--- config.mk ---
export PLATFORM = sky130hd
export DESIGN_NAME = ssu_unit
export DESIGN_NICKNAME = d
export VERILOG_FILES = /design/src/rtl/ssu_pkg.sv /design/src/rtl/ssu_unit.sv /design/src/rtl/ssu_lane.sv
export SDC_FILE = /design/constraint.sdc
export NUM_CORES = 1
export LEC_CHECK = 0
export BUFFER_PORTS_ARGS = -buffer_cell sky130_fd_sc_hd__buf_2
export CAP_MARGIN = 5
export CORE_ASPECT_RATIO = 1.4
export CORE_MARGIN = 3
export CORE_UTILIZATION = 35
export DETAILED_ROUTE_END_ITERATION = 10
export SYNTH_ARGS = -nofsm -noshare
export SYNTH_HDL_FRONTEND = slang
export SYNTH_HIERARCHICAL = 1
export SYNTH_SLANG_ARGS = --single-unit
--- constraint.sdc ---
create_clock -name REF_CLK -period 1.8 [get_ports REF_CLK]
set_input_delay 0.09 -clock REF_CLK [delete_from_list [all_inputs] [get_ports REF_CLK]]
set_output_delay 0.09 -clock REF_CLK [all_outputs]
set_load 0.05 [all_outputs]
--- src/rtl/ssu_pkg.sv ---
// Package with operation codes, carriers and reset values for the saturating unit.
package ssu_pkg;

    localparam int SSU_WIDTH = 32;
    localparam int SSU_OP_W  = 5;
    localparam logic SSU_SAT_FLAG_RST = 1'h0;
    localparam logic [31:0] SSU_RESULT_RST = 32'h0000_0000;
    localparam logic [3:0]  SSU_NZCV_RST   = 4'h0;

    typedef enum logic [4:0] {
        SSU_OP_SIGNED_SAT_ADD            = 5'h00,
        SSU_OP_SIGNED_SAT_SUB            = 5'h01,
        SSU_OP_SIGNED_SAT_ADD_BYTES      = 5'h02,
        SSU_OP_SIGNED_SAT_ADD_HALVES     = 5'h03,
        SSU_OP_SIGNED_SAT_SUB_BYTES      = 5'h04,
        SSU_OP_SIGNED_SAT_SUB_HALVES     = 5'h05,
        SSU_OP_SIGNED_ADD_SUB_EXCHANGE   = 5'h06,
        SSU_OP_SIGNED_SUB_ADD_EXCHANGE   = 5'h07,
        SSU_OP_DOUBLING_SAT_ADD          = 5'h08,
        SSU_OP_DOUBLING_SAT_SUB          = 5'h09,
        SSU_OP_UNSIGNED_ADD_SUB_EXCHANGE = 5'h0A,
        SSU_OP_UNSIGNED_SUB_ADD_EXCHANGE = 5'h0B,
        SSU_OP_UNSIGNED_SAT_ADD_BYTES    = 5'h0C,
        SSU_OP_UNSIGNED_SAT_ADD_HALVES   = 5'h0D,
        SSU_OP_UNSIGNED_SAT_SUB_BYTES    = 5'h0E,
        SSU_OP_UNSIGNED_SAT_SUB_HALVES   = 5'h0F
    } ssu_op_e;

    typedef struct packed {
        logic        valid;
        ssu_op_e     op;
        logic [31:0] opnd_a;
        logic [31:0] opnd_b;
    } ssu_req_s;

    typedef struct packed {
        logic        valid;
        logic [31:0] result;
        logic        saturated;
    } ssu_rsp_s;

endpackage : ssu_pkg

--- src/rtl/ssu_unit.sv ---
// Single-cycle saturating add and subtract datapath with sticky saturation flag.
`timescale 1ns/100ps
`default_nettype none
// Functional notes
// - Signed add or subtract clamps to the signed range of 32, 16 or 8 bits.
// - Clamped full-width signed add or subtract sets the sticky flag, else unchanged.
// - Byte and halfword signed lane operations never change the sticky flag.
// - Only reset or a status register write clears the flag; arithmetic never clears it.
// - Software sees the flag through the SAT_FLAG output port.
// - None of these operations alter the negative, zero, carry, overflow flags.
// - Lane operations work independently per byte or halfword into matching lanes.
// - Signed add-sub exchange: top a.hi+b.lo, bottom a.lo-b.hi, signed 16.
// - Signed sub-add exchange: top a.hi-b.lo, bottom a.lo+b.hi, signed 16.
// - Doubling add doubles operand b and adds it to operand a.
// - Doubling subtract doubles operand b and subtracts it from operand a.
// - Doubling and sum both saturate to signed 32; either sets the flag.
// - Unsigned add-sub exchange: top a.hi+b.lo, bottom a.lo-b.hi, unsigned 16.
// - Unsigned sub-add exchange: top a.hi-b.lo, bottom a.lo+b.hi, unsigned 16.
// - Unsigned halfword add clamps each sum to zero through 65535.
// - Unsigned byte add clamps each of four sums to zero through 255.
// - Unsigned halfword subtract clamps each difference, negatives become zero.
// - Unsigned byte subtract clamps each byte difference to zero through 255.
module ssu_unit
    import ssu_pkg::*;
(
    input  wire logic        REF_CLK,
    input  wire logic        RST_N,
    input  wire ssu_req_s    REQ,
    input  wire logic        STATUS_WR,
    input  wire logic        STATUS_WR_SAT,
    input  wire logic [3:0]  NZCV_IN,
    output var  ssu_rsp_s    RSP,
    output var  logic        SAT_FLAG,
    output var  logic [3:0]  NZCV_OUT
);
    logic [31:0] dbl_val;
    logic        dbl_sat;
    logic [31:0] b_eff;
    logic        add_sub;
    logic        add_sgn;
    logic [31:0] w_y;
    logic        w_sat;
    logic        h_sub   [2];
    logic        h_sgn;
    logic [15:0] h_a     [2];
    logic [15:0] h_b     [2];
    logic [15:0] h_y     [2];
    logic        h_sat   [2];
    logic        b_sub;
    logic        b_sgn;
    logic [7:0]  b_y     [4];
    logic        b_sat   [4];
    logic [31:0] result_d;
    logic        sat_ev_d;
    logic        any_sat_d;
    ssu_rsp_s    rsp_q;
    logic        sat_flag_q;
    logic [3:0]  nzcv_q;
    ssu_op_e     op;

    assign op = REQ.op;

    // Doubling step saturated to signed 32 bits.
    ssu_lane #(.W(32)) u_dbl (
        .a   (REQ.opnd_b),
        .b   (REQ.opnd_b),
        .sub (1'b0),
        .sgn (1'b1),
        .y   (dbl_val),
        .sat (dbl_sat)
    );

    always_comb begin
        b_eff   = REQ.opnd_b;
        add_sub = 1'b0;
        add_sgn = 1'b1;
        case (op)
            SSU_OP_SIGNED_SAT_SUB: begin
                add_sub = 1'b1;
            end
            SSU_OP_DOUBLING_SAT_ADD: begin
                b_eff = dbl_val;
            end
            SSU_OP_DOUBLING_SAT_SUB: begin
                b_eff   = dbl_val;
                add_sub = 1'b1;
            end
            default: begin
                add_sub = 1'b0;
            end
        endcase
    end

    // Full-width signed add or subtract.
    ssu_lane #(.W(32)) u_word (
        .a   (REQ.opnd_a),
        .b   (b_eff),
        .sub (add_sub),
        .sgn (add_sgn),
        .y   (w_y),
        .sat (w_sat)
    );

    // Halfword lane controls, index 1 is the top halfword.
    always_comb begin
        h_a[1]   = REQ.opnd_a[31:16];
        h_a[0]   = REQ.opnd_a[15:0];
        h_b[1]   = REQ.opnd_b[31:16];
        h_b[0]   = REQ.opnd_b[15:0];
        h_sub[1] = 1'b0;
        h_sub[0] = 1'b0;
        h_sgn    = 1'b1;
        case (op)
            SSU_OP_SIGNED_SAT_SUB_HALVES: begin
                h_sub[1] = 1'b1;
                h_sub[0] = 1'b1;
            end
            SSU_OP_SIGNED_ADD_SUB_EXCHANGE: begin
                h_b[1]   = REQ.opnd_b[15:0];
                h_b[0]   = REQ.opnd_b[31:16];
                h_sub[0] = 1'b1;
            end
            SSU_OP_SIGNED_SUB_ADD_EXCHANGE: begin
                h_b[1]   = REQ.opnd_b[15:0];
                h_b[0]   = REQ.opnd_b[31:16];
                h_sub[1] = 1'b1;
            end
            SSU_OP_UNSIGNED_ADD_SUB_EXCHANGE: begin
                h_b[1]   = REQ.opnd_b[15:0];
                h_b[0]   = REQ.opnd_b[31:16];
                h_sub[0] = 1'b1;
                h_sgn    = 1'b0;
            end
            SSU_OP_UNSIGNED_SUB_ADD_EXCHANGE: begin
                h_b[1]   = REQ.opnd_b[15:0];
                h_b[0]   = REQ.opnd_b[31:16];
                h_sub[1] = 1'b1;
                h_sgn    = 1'b0;
            end
            SSU_OP_UNSIGNED_SAT_ADD_HALVES: begin
                h_sgn = 1'b0;
            end
            SSU_OP_UNSIGNED_SAT_SUB_HALVES: begin
                h_sub[1] = 1'b1;
                h_sub[0] = 1'b1;
                h_sgn    = 1'b0;
            end
            default: begin
                h_sgn = 1'b1;
            end
        endcase
    end

    // Byte lane controls.
    always_comb begin
        b_sub = 1'b0;
        b_sgn = 1'b1;
        case (op)
            SSU_OP_SIGNED_SAT_SUB_BYTES: begin
                b_sub = 1'b1;
            end
            SSU_OP_UNSIGNED_SAT_ADD_BYTES: begin
                b_sgn = 1'b0;
            end
            SSU_OP_UNSIGNED_SAT_SUB_BYTES: begin
                b_sub = 1'b1;
                b_sgn = 1'b0;
            end
            default: begin
                b_sub = 1'b0;
            end
        endcase
    end

    // Independent halfword and byte lanes.
    for (genvar gh = 0; gh < 2; gh++) begin : g_half
        ssu_lane #(.W(16)) u_half (
            .a   (h_a[gh]),
            .b   (h_b[gh]),
            .sub (h_sub[gh]),
            .sgn (h_sgn),
            .y   (h_y[gh]),
            .sat (h_sat[gh])
        );
    end

    for (genvar gb = 0; gb < 4; gb++) begin : g_byte
        ssu_lane #(.W(8)) u_byte (
            .a   (REQ.opnd_a[gb*8 +: 8]),
            .b   (REQ.opnd_b[gb*8 +: 8]),
            .sub (b_sub),
            .sgn (b_sgn),
            .y   (b_y[gb]),
            .sat (b_sat[gb])
        );
    end

    // Result select and saturation event.
    always_comb begin
        result_d  = w_y;
        sat_ev_d  = 1'b0;
        any_sat_d = 1'b0;
        case (op)
            SSU_OP_SIGNED_SAT_ADD,
            SSU_OP_SIGNED_SAT_SUB: begin
                result_d  = w_y;
                sat_ev_d  = w_sat;
                any_sat_d = w_sat;
            end
            SSU_OP_DOUBLING_SAT_ADD,
            SSU_OP_DOUBLING_SAT_SUB: begin
                result_d  = w_y;
                sat_ev_d  = w_sat | dbl_sat;
                any_sat_d = w_sat | dbl_sat;
            end
            SSU_OP_SIGNED_SAT_ADD_HALVES,
            SSU_OP_SIGNED_SAT_SUB_HALVES,
            SSU_OP_SIGNED_ADD_SUB_EXCHANGE,
            SSU_OP_SIGNED_SUB_ADD_EXCHANGE,
            SSU_OP_UNSIGNED_ADD_SUB_EXCHANGE,
            SSU_OP_UNSIGNED_SUB_ADD_EXCHANGE,
            SSU_OP_UNSIGNED_SAT_ADD_HALVES,
            SSU_OP_UNSIGNED_SAT_SUB_HALVES: begin
                result_d  = {h_y[1], h_y[0]};
                sat_ev_d  = 1'b0;
                any_sat_d = h_sat[1] | h_sat[0];
            end
            SSU_OP_SIGNED_SAT_ADD_BYTES,
            SSU_OP_SIGNED_SAT_SUB_BYTES,
            SSU_OP_UNSIGNED_SAT_ADD_BYTES,
            SSU_OP_UNSIGNED_SAT_SUB_BYTES: begin
                result_d  = {b_y[3], b_y[2], b_y[1], b_y[0]};
                sat_ev_d  = 1'b0;
                any_sat_d = b_sat[3] | b_sat[2] | b_sat[1] | b_sat[0];
            end
            default: begin
                result_d = w_y;
            end
        endcase
    end

    // Registered response.
    always_ff @(posedge REF_CLK or negedge RST_N) begin
        if (!RST_N) begin
            rsp_q.valid     <= 1'b0;
            rsp_q.result    <= SSU_RESULT_RST;
            rsp_q.saturated <= 1'b0;
        end else begin
            rsp_q.valid     <= REQ.valid;
            rsp_q.result    <= REQ.valid ? result_d : rsp_q.result;
            rsp_q.saturated <= REQ.valid & any_sat_d;
        end
    end

    // Sticky flag: a saturation in the same cycle as a write wins.
    always_ff @(posedge REF_CLK or negedge RST_N) begin
        if (!RST_N) begin
            sat_flag_q <= SSU_SAT_FLAG_RST;
        end else if (REQ.valid && sat_ev_d) begin
            sat_flag_q <= 1'b1;
        end else if (STATUS_WR) begin
            sat_flag_q <= STATUS_WR_SAT;
        end
    end

    // Condition flags pass through untouched by these operations.
    always_ff @(posedge REF_CLK or negedge RST_N) begin
        if (!RST_N) begin
            nzcv_q <= SSU_NZCV_RST;
        end else begin
            nzcv_q <= NZCV_IN;
        end
    end

    assign RSP      = rsp_q;
    assign SAT_FLAG = sat_flag_q;
    assign NZCV_OUT = nzcv_q;
endmodule // ssu_unit
`default_nettype wire

--- src/rtl/ssu_lane.sv ---
// One saturating add or subtract lane of configurable width.
`timescale 1ns/100ps
`default_nettype none
module ssu_lane #(
    parameter int W = 8
) (
    input  wire logic [W-1:0] a,
    input  wire logic [W-1:0] b,
    input  wire logic         sub,
    input  wire logic         sgn,
    output var  logic [W-1:0] y,
    output var  logic         sat
);
    logic [W:0] ext_a;
    logic [W:0] ext_b;
    logic [W:0] raw;

    // Refuses a lane too narrow to hold a sign bit and a magnitude.
    if (W < 2) begin : g_bad_width
        $error("ssu_lane width too small");
    end

    always_comb begin
        ext_a = {sgn & a[W-1], a};
        ext_b = {sgn & b[W-1], b};
        raw   = sub ? (ext_a - ext_b) : (ext_a + ext_b);
        y     = raw[W-1:0];
        sat   = 1'b0;
        if (sgn) begin
            if (raw[W] != raw[W-1]) begin
                sat = 1'b1;
                y   = raw[W] ? {1'b1, {(W-1){1'b0}}} : {1'b0, {(W-1){1'b1}}};
            end
        end else if (raw[W]) begin
            sat = 1'b1;
            y   = sub ? {W{1'b0}} : {W{1'b1}};
        end
    end
endmodule // ssu_lane
`default_nettype wire

# --- Word-level counts from Yosys, hierarchy flattened ---
# Index checks and enable logic that the tools add are counted.
totals:
  mem_count: 0
  latch_bits: 0
  wordCells: 146
  mem_bits_rw: 0
  inputBits: 78
  output_inout_bits: 39
  register_bits: 39
  mem_bits_ro: 0
op_classes:
  mul: 0
  n_bitwise: 18
  div: 0
  shift: 0
  reduce_logical: 14
  n_eq_ne: 23
  addsub: 15
  magnitude_cmp: 0
  mux: 71
ops:
  columns: ["op", "count"]
  rows:
  - ["two-way mux 32 bit", 6]
  - ["two-way mux 16 bit", 10]
  - ["two-way mux 8 bit", 17]
  - ["adder 32 x 32 -> 33 bit", 2]
  - ["one-hot mux 32 bit (2 select lines)", 1]
  - ["== test 5 x 4 -> 1 bit (second input constant)", 8]
  - ["adder 9 bit", 4]
  - ["two-way mux 9 bit", 4]
  - ["subtractor 9 bit", 4]
  - ["adder 17 bit", 2]
  - ["two-way mux 17 bit", 2]
  - ["subtractor 17 bit", 2]
  - ["two-way mux 33 bit", 1]
  - ["subtractor 32 x 32 -> 33 bit", 1]
  - ["two-way mux 1 bit", 28]
  - ["== test 5 x 3 -> 1 bit (second input constant)", 4]
  - ["OR reduction 4 bit", 5]
  - ["AND 1 bit", 13]
  - ["== test 5 x 2 -> 1 bit (second input constant)", 2]
  - ["OR reduction 2 bit", 5]
  - ["!= test 1 bit", 8]
  - ["OR reduction 8 bit", 1]
  - ["== test 5 x 1 -> 1 bit (second input constant)", 1]
  - ["zero test 5 bit", 1]
  - ["other kinds (5)", 9]

# --- Logic depth before layout (Yosys ltp) ---
depth:
  ltp_word: 14
  mapped_depth: 42
  mapped_depth_nobuf: 37

# --- Cells and area by module ---
# Netlist, hierarchy kept.
modules_own_cells:
  columns: ["module", "seq_area_each_um2", "n_inst", "area_per_inst_um2", "cells_each"]
  rows:
  - ["ssu_lane (u_dbl)", 0.0, 1, 3099.2, 450]
  - ["ssu_lane (u_word)", 0.0, 1, 2974.1, 430]
  - ["ssu_unit", 975.9, 1, 2935.3, 331]
  - ["ssu_lane (g_byte[0].u_byte ...)", 0.0, 4, 701.9, 88]
  - ["ssu_lane (g_half[0].u_half ...)", 0.0, 2, 1317.5, 188]

# --- Worst setup path before layout ---
# Ideal clock, no wire load.
synth_timing:
  kind: "input to register"
  start: "input REQ[6] (netlist bit)"
  end: "register rsp_q, in the netlist RSP[12]"
  required_ns: 1.670
  cell_stages: 40
  arrival_time_ns: 8.435
  n_path_buf: 6
  setup_time_ns: 0.130
  slack_ns: -6.765
  cell_sequence: "nor4_4 -> and4b_4 -> nand2_1 -> nor3_1 -> a31oi_1 -> xnor2_1 -> ha_1 -> clkbuf_1 -> and3_1 -> o2111a_1 -> o311ai_1 -> nand4_1 -> a31oi_1 -> mux2i_1 -> buf_2 -> a21oi_4 -> buf_4 -> o22ai_1 -> [... 4 more ...] -> or3_1 -> nor3_2 -> a21oi_1 -> xnor2_1 -> ha_1 -> clkbuf_1 -> a21oi_1 -> o21ai_0 -> a2111oi_0 -> a211oi_1 -> a41o_1 -> xnor2_4 -> or2_1 -> buf_6 -> buf_6 -> o22a_1 -> o21ai_0 -> a31oi_1"
synth_between:
  elab_chain_len: 9
  elab_cells_between_ends: 21
  cone_classes: "add/sub (5); eq/ne (3); mux (13)"
synth_lines:
  columns: ["element", "line_no", "source"]
  rows:
  - ["start: declaration", "ssu_unit.sv:28", "input wire ssu_req_s REQ,"]
  - ["adder 32 x 32 -> 33 bit (*)", "ssu_lane.sv:26", "raw = sub ? (ext_a - ext_b) : (ext_a + ext_b);"]
  - ["two-way mux 32 bit / != test 1 bit (equally long branches)", "ssu_lane.sv:32, ssu_lane.sv:30", null]
  - ["two-way mux 32 bit (*)", "ssu_lane.sv:30", "if (raw[W] != raw[W-1]) begin"]
  - ["net dbl_val[8]", "ssu_unit.sv:36", "logic [31:0] dbl_val;"]
  - ["two-way mux 32 bit (*)", "ssu_unit.sv:77", "case (op)"]
  - ["net b_eff[8]", "ssu_unit.sv:38", "logic [31:0] b_eff;"]
  - ["adder 32 x 32 -> 33 bit / subtractor 32 x 32 -> 33 bit (equally long branches)", "ssu_lane.sv:26", null]
  - ["two-way mux 33 bit (*)", "ssu_lane.sv:26", null]
  - ["two-way mux 32 bit / != test 1 bit (equally long branches)", "ssu_lane.sv:32, ssu_lane.sv:30", null]
  - ["two-way mux 32 bit (*)", "ssu_lane.sv:30", null]
  - ["net w_y[11]", "ssu_unit.sv:41", "logic [31:0] w_y;"]
  - ["one-hot mux 32 bit (2 select lines) (*)", "ssu_unit.sv:203", "case (op)"]
  - ["end: declaration", "ssu_unit.sv:56", "ssu_rsp_s rsp_q;"]
# The timed path passes the listed nets; every way through them passes the cells marked *.
# A chain may end at the register's enable or synchronous reset.

# --- Worst setup path after layout ---
layout_timing:
  start: "input REQ[20] (netlist bit)"
  end: "register rsp_q, in the netlist RSP[13]"
# Same word-level chain as after synthesis.

==> results.sh <==
export IMPL_outcome="complete, but fails checks"
export IMPL_violations_in_the_final_reports="setup timing"
export IMPL_worst_pin_slew_ps=1360
export IMPL_multi_input_comb_area_sq_um=13100
export IMPL_r2r_end="SAT_FLAG"
export IMPL_worst_hold_startpoint="STATUS_WR_SAT"
export IMPL_swShare=0.508
export IMPL_grt_pass1_wl_mm=94.7
export IMPL_syn_area_sq_um=14500
export IMPL_fin_crit_sh=4.60
export IMPL_htree_levels=2
export IMPL_worstHoldEndpoint="SAT_FLAG"
export IMPL_routedWlPerCell_microns=18.9
export IMPL_ir_worst_vdd_mv=0.495
export IMPL_p_leak_nw=9.87
export IMPL_synth_xor_area_frac=0.165
export IMPL_chipWidth_microns=178
export IMPL_timing_rr_start="SAT_FLAG"
export IMPL_worst_slack_ps=-6480
export IMPL_number_of_antenna_violations_at_the_first_check_in_global_routing=0
export IMPL_power_density_nw_per_um2=736
export IMPL_area_of_the_core_sq_um=40500
export IMPL_clock_transition_at_the_register_clock_pins_on_the_worst_setup_and_hold_paths_after_cts_ps=60
export IMPL_clock_power_share=0.058
export IMPL_antennaDiodeCount=0
export IMPL_cts_tree="built"
export IMPL_layout_nets=2933
export IMPL_setup_violations_final=34
export IMPL_postSynth_asyncResetShare=1.00
export IMPL_port_buffer_count=116
export IMPL_power_sequential_fraction=0.084
export IMPL_yosys_most_used_dff="dfrtp_1"
export IMPL_fin_area_sq_um=21400
export IMPL_register_area_sq_um=976
export IMPL_number_of_flops_mapped_to_enable_cells_by_yosys=0
export IMPL_grt_overflow=0
export IMPL_first_pass_iters=6
export IMPL_critPathCaptureType="flop"
export IMPL_critical_path_max_fanout=7
export IMPL_pin_count=117
export IMPL_clock_sink_count=39
export IMPL_headroom_to_the_max_slew_limit=0.0877
export IMPL_detailroute_via_count=17700
export IMPL_whs_path_depth=3
export IMPL_crit_type="in2reg"
export IMPL_regToRegSetupSlack_ps=1100
export IMPL_p_comb_frac=0.858
export IMPL_synthesis_yosys_warnings=6
export IMPL_ff2ff_path_depth=2
export IMPL_number_of_global_route_vias_before_repair=17900
export IMPL_numPlacedInstances=3194
export IMPL_synth_cells=1939
export IMPL_postSynthAreaPerCell_sq_um=7.45
export IMPL_timing_max_cap_violations=0
export IMPL_slew_violations=0
export IMPL_die_area_sq_um=43800
export IMPL_drc_errors=0
export IMPL_row_count=87
export IMPL_stdcell_count=3246
export IMPL_numCtsBuffers=5
export IMPL_yosys_area_share_adder=0.129
export IMPL_timing_critical_path_arrival_ps=8450
export IMPL_maximum_number_of_pins_on_one_net_before_global_route_repair=40
export IMPL_max_freq_mhz=121
export IMPL_yosys_register_bits=39
export IMPL_area_growth_pct=48.3
export IMPL_die_height_microns=246
export IMPL_hold_path_class="in2reg"
export IMPL_synth_lib_cells_used_distinct=104
export IMPL_ys_seq_area_frac=0.0675
export IMPL_power_switching_mw=8.02
export IMPL_final_antenna_net_count=0
export IMPL_avgViaCountPerCell=5.45
export IMPL_cell_internal_pwr_mw=7.77
export IMPL_post_synth_and_or_nand_nor_area_fraction=0.200
export IMPL_period_needed_ps=8280
export IMPL_synth_area_mux_share=0.0633
export IMPL_final_weighted_congestion_in_routability_driven_placement=0.951
export IMPL_dp_final_hpwl_mm=51.3
export IMPL_fin_hold_ws_ps=26.5
export IMPL_worst_path_max_delay_cell="or4_4"
export IMPL_final_count_of_hold_timing_violations=0
export IMPL_clock_insertion_delay_worst_skew_ps=300
export IMPL_timing_critical_path_slowest_cell_delay_ps=550
export IMPL_timing_critical_path_from_type="primary input"
export IMPL_rsz0062_at_grt="true"
export IMPL_dpl_cell_area_sq_um=20500
export IMPL_setup_worst_path_start="REQ[20]"
export IMPL_compound_cell_area_share_of_the_yosys_netlist=0.315
export IMPL_crit_required_ps=1970
export IMPL_layout_drive_gt1_share=0.383
export IMPL_fin_worst_skew_ps=0
export IMPL_first_iter_violations=1173
export IMPL_fill_cells=4043
export IMPL_start_util=0.357
export IMPL_pre_cts_slack_ps=-7320
export IMPL_synth_top_family_by_area="compound AO/OA/AOI/OAI gates"
export IMPL_ctsLongestPathBuffers=2
export IMPL_grt_util_all_layers=0.272
export IMPL_cts_root_buffer_cell="clkbuf_16"
export IMPL_totalWireLength_mm=61.3
==> Yosys cell counts (all sizes together), types with 11 or more instances <==
library cell | n | area (sq um)
a211oi | 16 | 133
a21o | 58 | 437
a21oi | 229 | 1220
a31oi | 83 | 526
and2 | 13 | 82.6
buf | 43 | 357
clkbuf | 44 | 166
dfrtp | 39 | 976
ha | 136 | 1700
inv | 91 | 342
mux2 | 66 | 747
mux2i | 16 | 168
nand2 | 103 | 394
nand2b | 29 | 181
nand3 | 56 | 298
nand4 | 19 | 119
nor2 | 183 | 687
nor2b | 17 | 106
nor3 | 59 | 425
nor4 | 16 | 151
o211ai | 15 | 123
o21a | 19 | 143
o21ai | 139 | 696
o21bai | 14 | 105
o22a | 11 | 96.3
o22ai | 25 | 163
o31ai | 12 | 159
xnor2 | 189 | 1710
xor2 | 68 | 671
==> worst max path at each step <==
stage | end | cells past startpoint
after CTS | RSP[13] | 36
after global routing | RSP[13] | 37
after global placement | RSP[8] | 38
after detailed placement | RSP[10] | 37
final | RSP[13] | 37
after floorplan | RSP[12] | 38
==> sequential cells by signal, indices dropped and copies added, names as in the netlist <==
register,flops
RSP,34
NZCV_OUT,4
SAT_FLAG,1
==> cell type report <==
class / instances / share of cell area
inverter: 91 / 0.0159
multi-input combinational: 1731 / 0.611
sequential: 39 / 0.0455
clock buffer: 7 / 0.00619
timing repair buffer: 843 / 0.290
clock inverter: 1 / 0.000233
tap: 534 / 0.0312
==> timing repair <==
action	CTS	global route
endpoints found under the hold margin	43	0
setup endpoints to repair	34	34
setup buffers	24	11
gates cloned	3	3
gates resized for setup	47	43
pin swaps	43	54
hold buffers	5	0
==> per-stage QoR <==
stage / power (mW) / setup TNS, ps / utilization
global route: 16.9 / -229370 / 0.529
floorplan: 8.99 / -213410 / -
global placement: 13.8 / -238840 / 0.507
CTS: 15.3 / -212990 / 0.522
finish: 15.8 / -218200 / 0.529
detailed placement: 14.0 / -245600 / 0.507
==> power by group through the flow <==
stage	Combinational [mW]	Clock, mW	Sequential (mW)
after floorplan	6.65	0	2.34
after global placement	12.5	0	1.34
after detailed placement	12.6	0	1.34
after CTS	13.0	0.923	1.34
after global routing	14.6	0.946	1.37
final	13.5	0.909	1.33
==> layer usage <==
layer | wire [microns] | track usage
met5 | 0 | 0
met4 | 3480 | 0.125
met3 | 2520 | 0.0199
met2 | 30800 | 0.506
met1 | 24500 | 0.312
==> cell families after synthesis <==
family	Yosys count
adder cells (fa/ha/maj)	144
AND/OR/NAND/NOR	547
other	2
buffers and inverters	178
multiplexers	82
XOR/XNOR	257
AO/OA/AOI/OAI	690
flip-flops	39
==> cell usage in the layout (no fill, tap or decap), types with 11 or more instances in the layout <==
cell / n
buf_4: 706
a21oi_1: 206
xnor2_1: 182
nor2_1: 178
ha_1: 135
buf_2: 114
nand2_1: 99
inv_1: 89
a31oi_1: 80
o21ai_0: 78
xor2_1: 64
o21ai_1: 60
a21o_1: 56
nand3_1: 50
dfrtp_1: 39
nor3_1: 36
mux2_2: 35
nand2b_1: 29
mux2_1: 27
o22ai_1: 22
a21oi_2: 20
nand4_1: 19
o21a_1: 19
nor2b_1: 16
mux2i_1: 13
o211ai_1: 13
o21bai_1: 13
a211oi_1: 13
nor3_2: 12
nor4_1: 12
and2_1: 11
nor3_4: 11
o22a_1: 11
==> critical path: cells and delay by family <==
| kind | cells | cell delay (ps) |
|---|---|---|
| multiplexers | 2 | 390 |
| buffers and inverters | 5 | 780 |
| AND/OR/NAND/NOR | 13 | 3970 |
| adder cells (fa/ha/maj) | 2 | 610 |
| AO/OA/AOI/OAI | 13 | 2280 |
| XOR/XNOR | 2 | 330 |
Note: power is estimated with default switching activity, not from simulation.
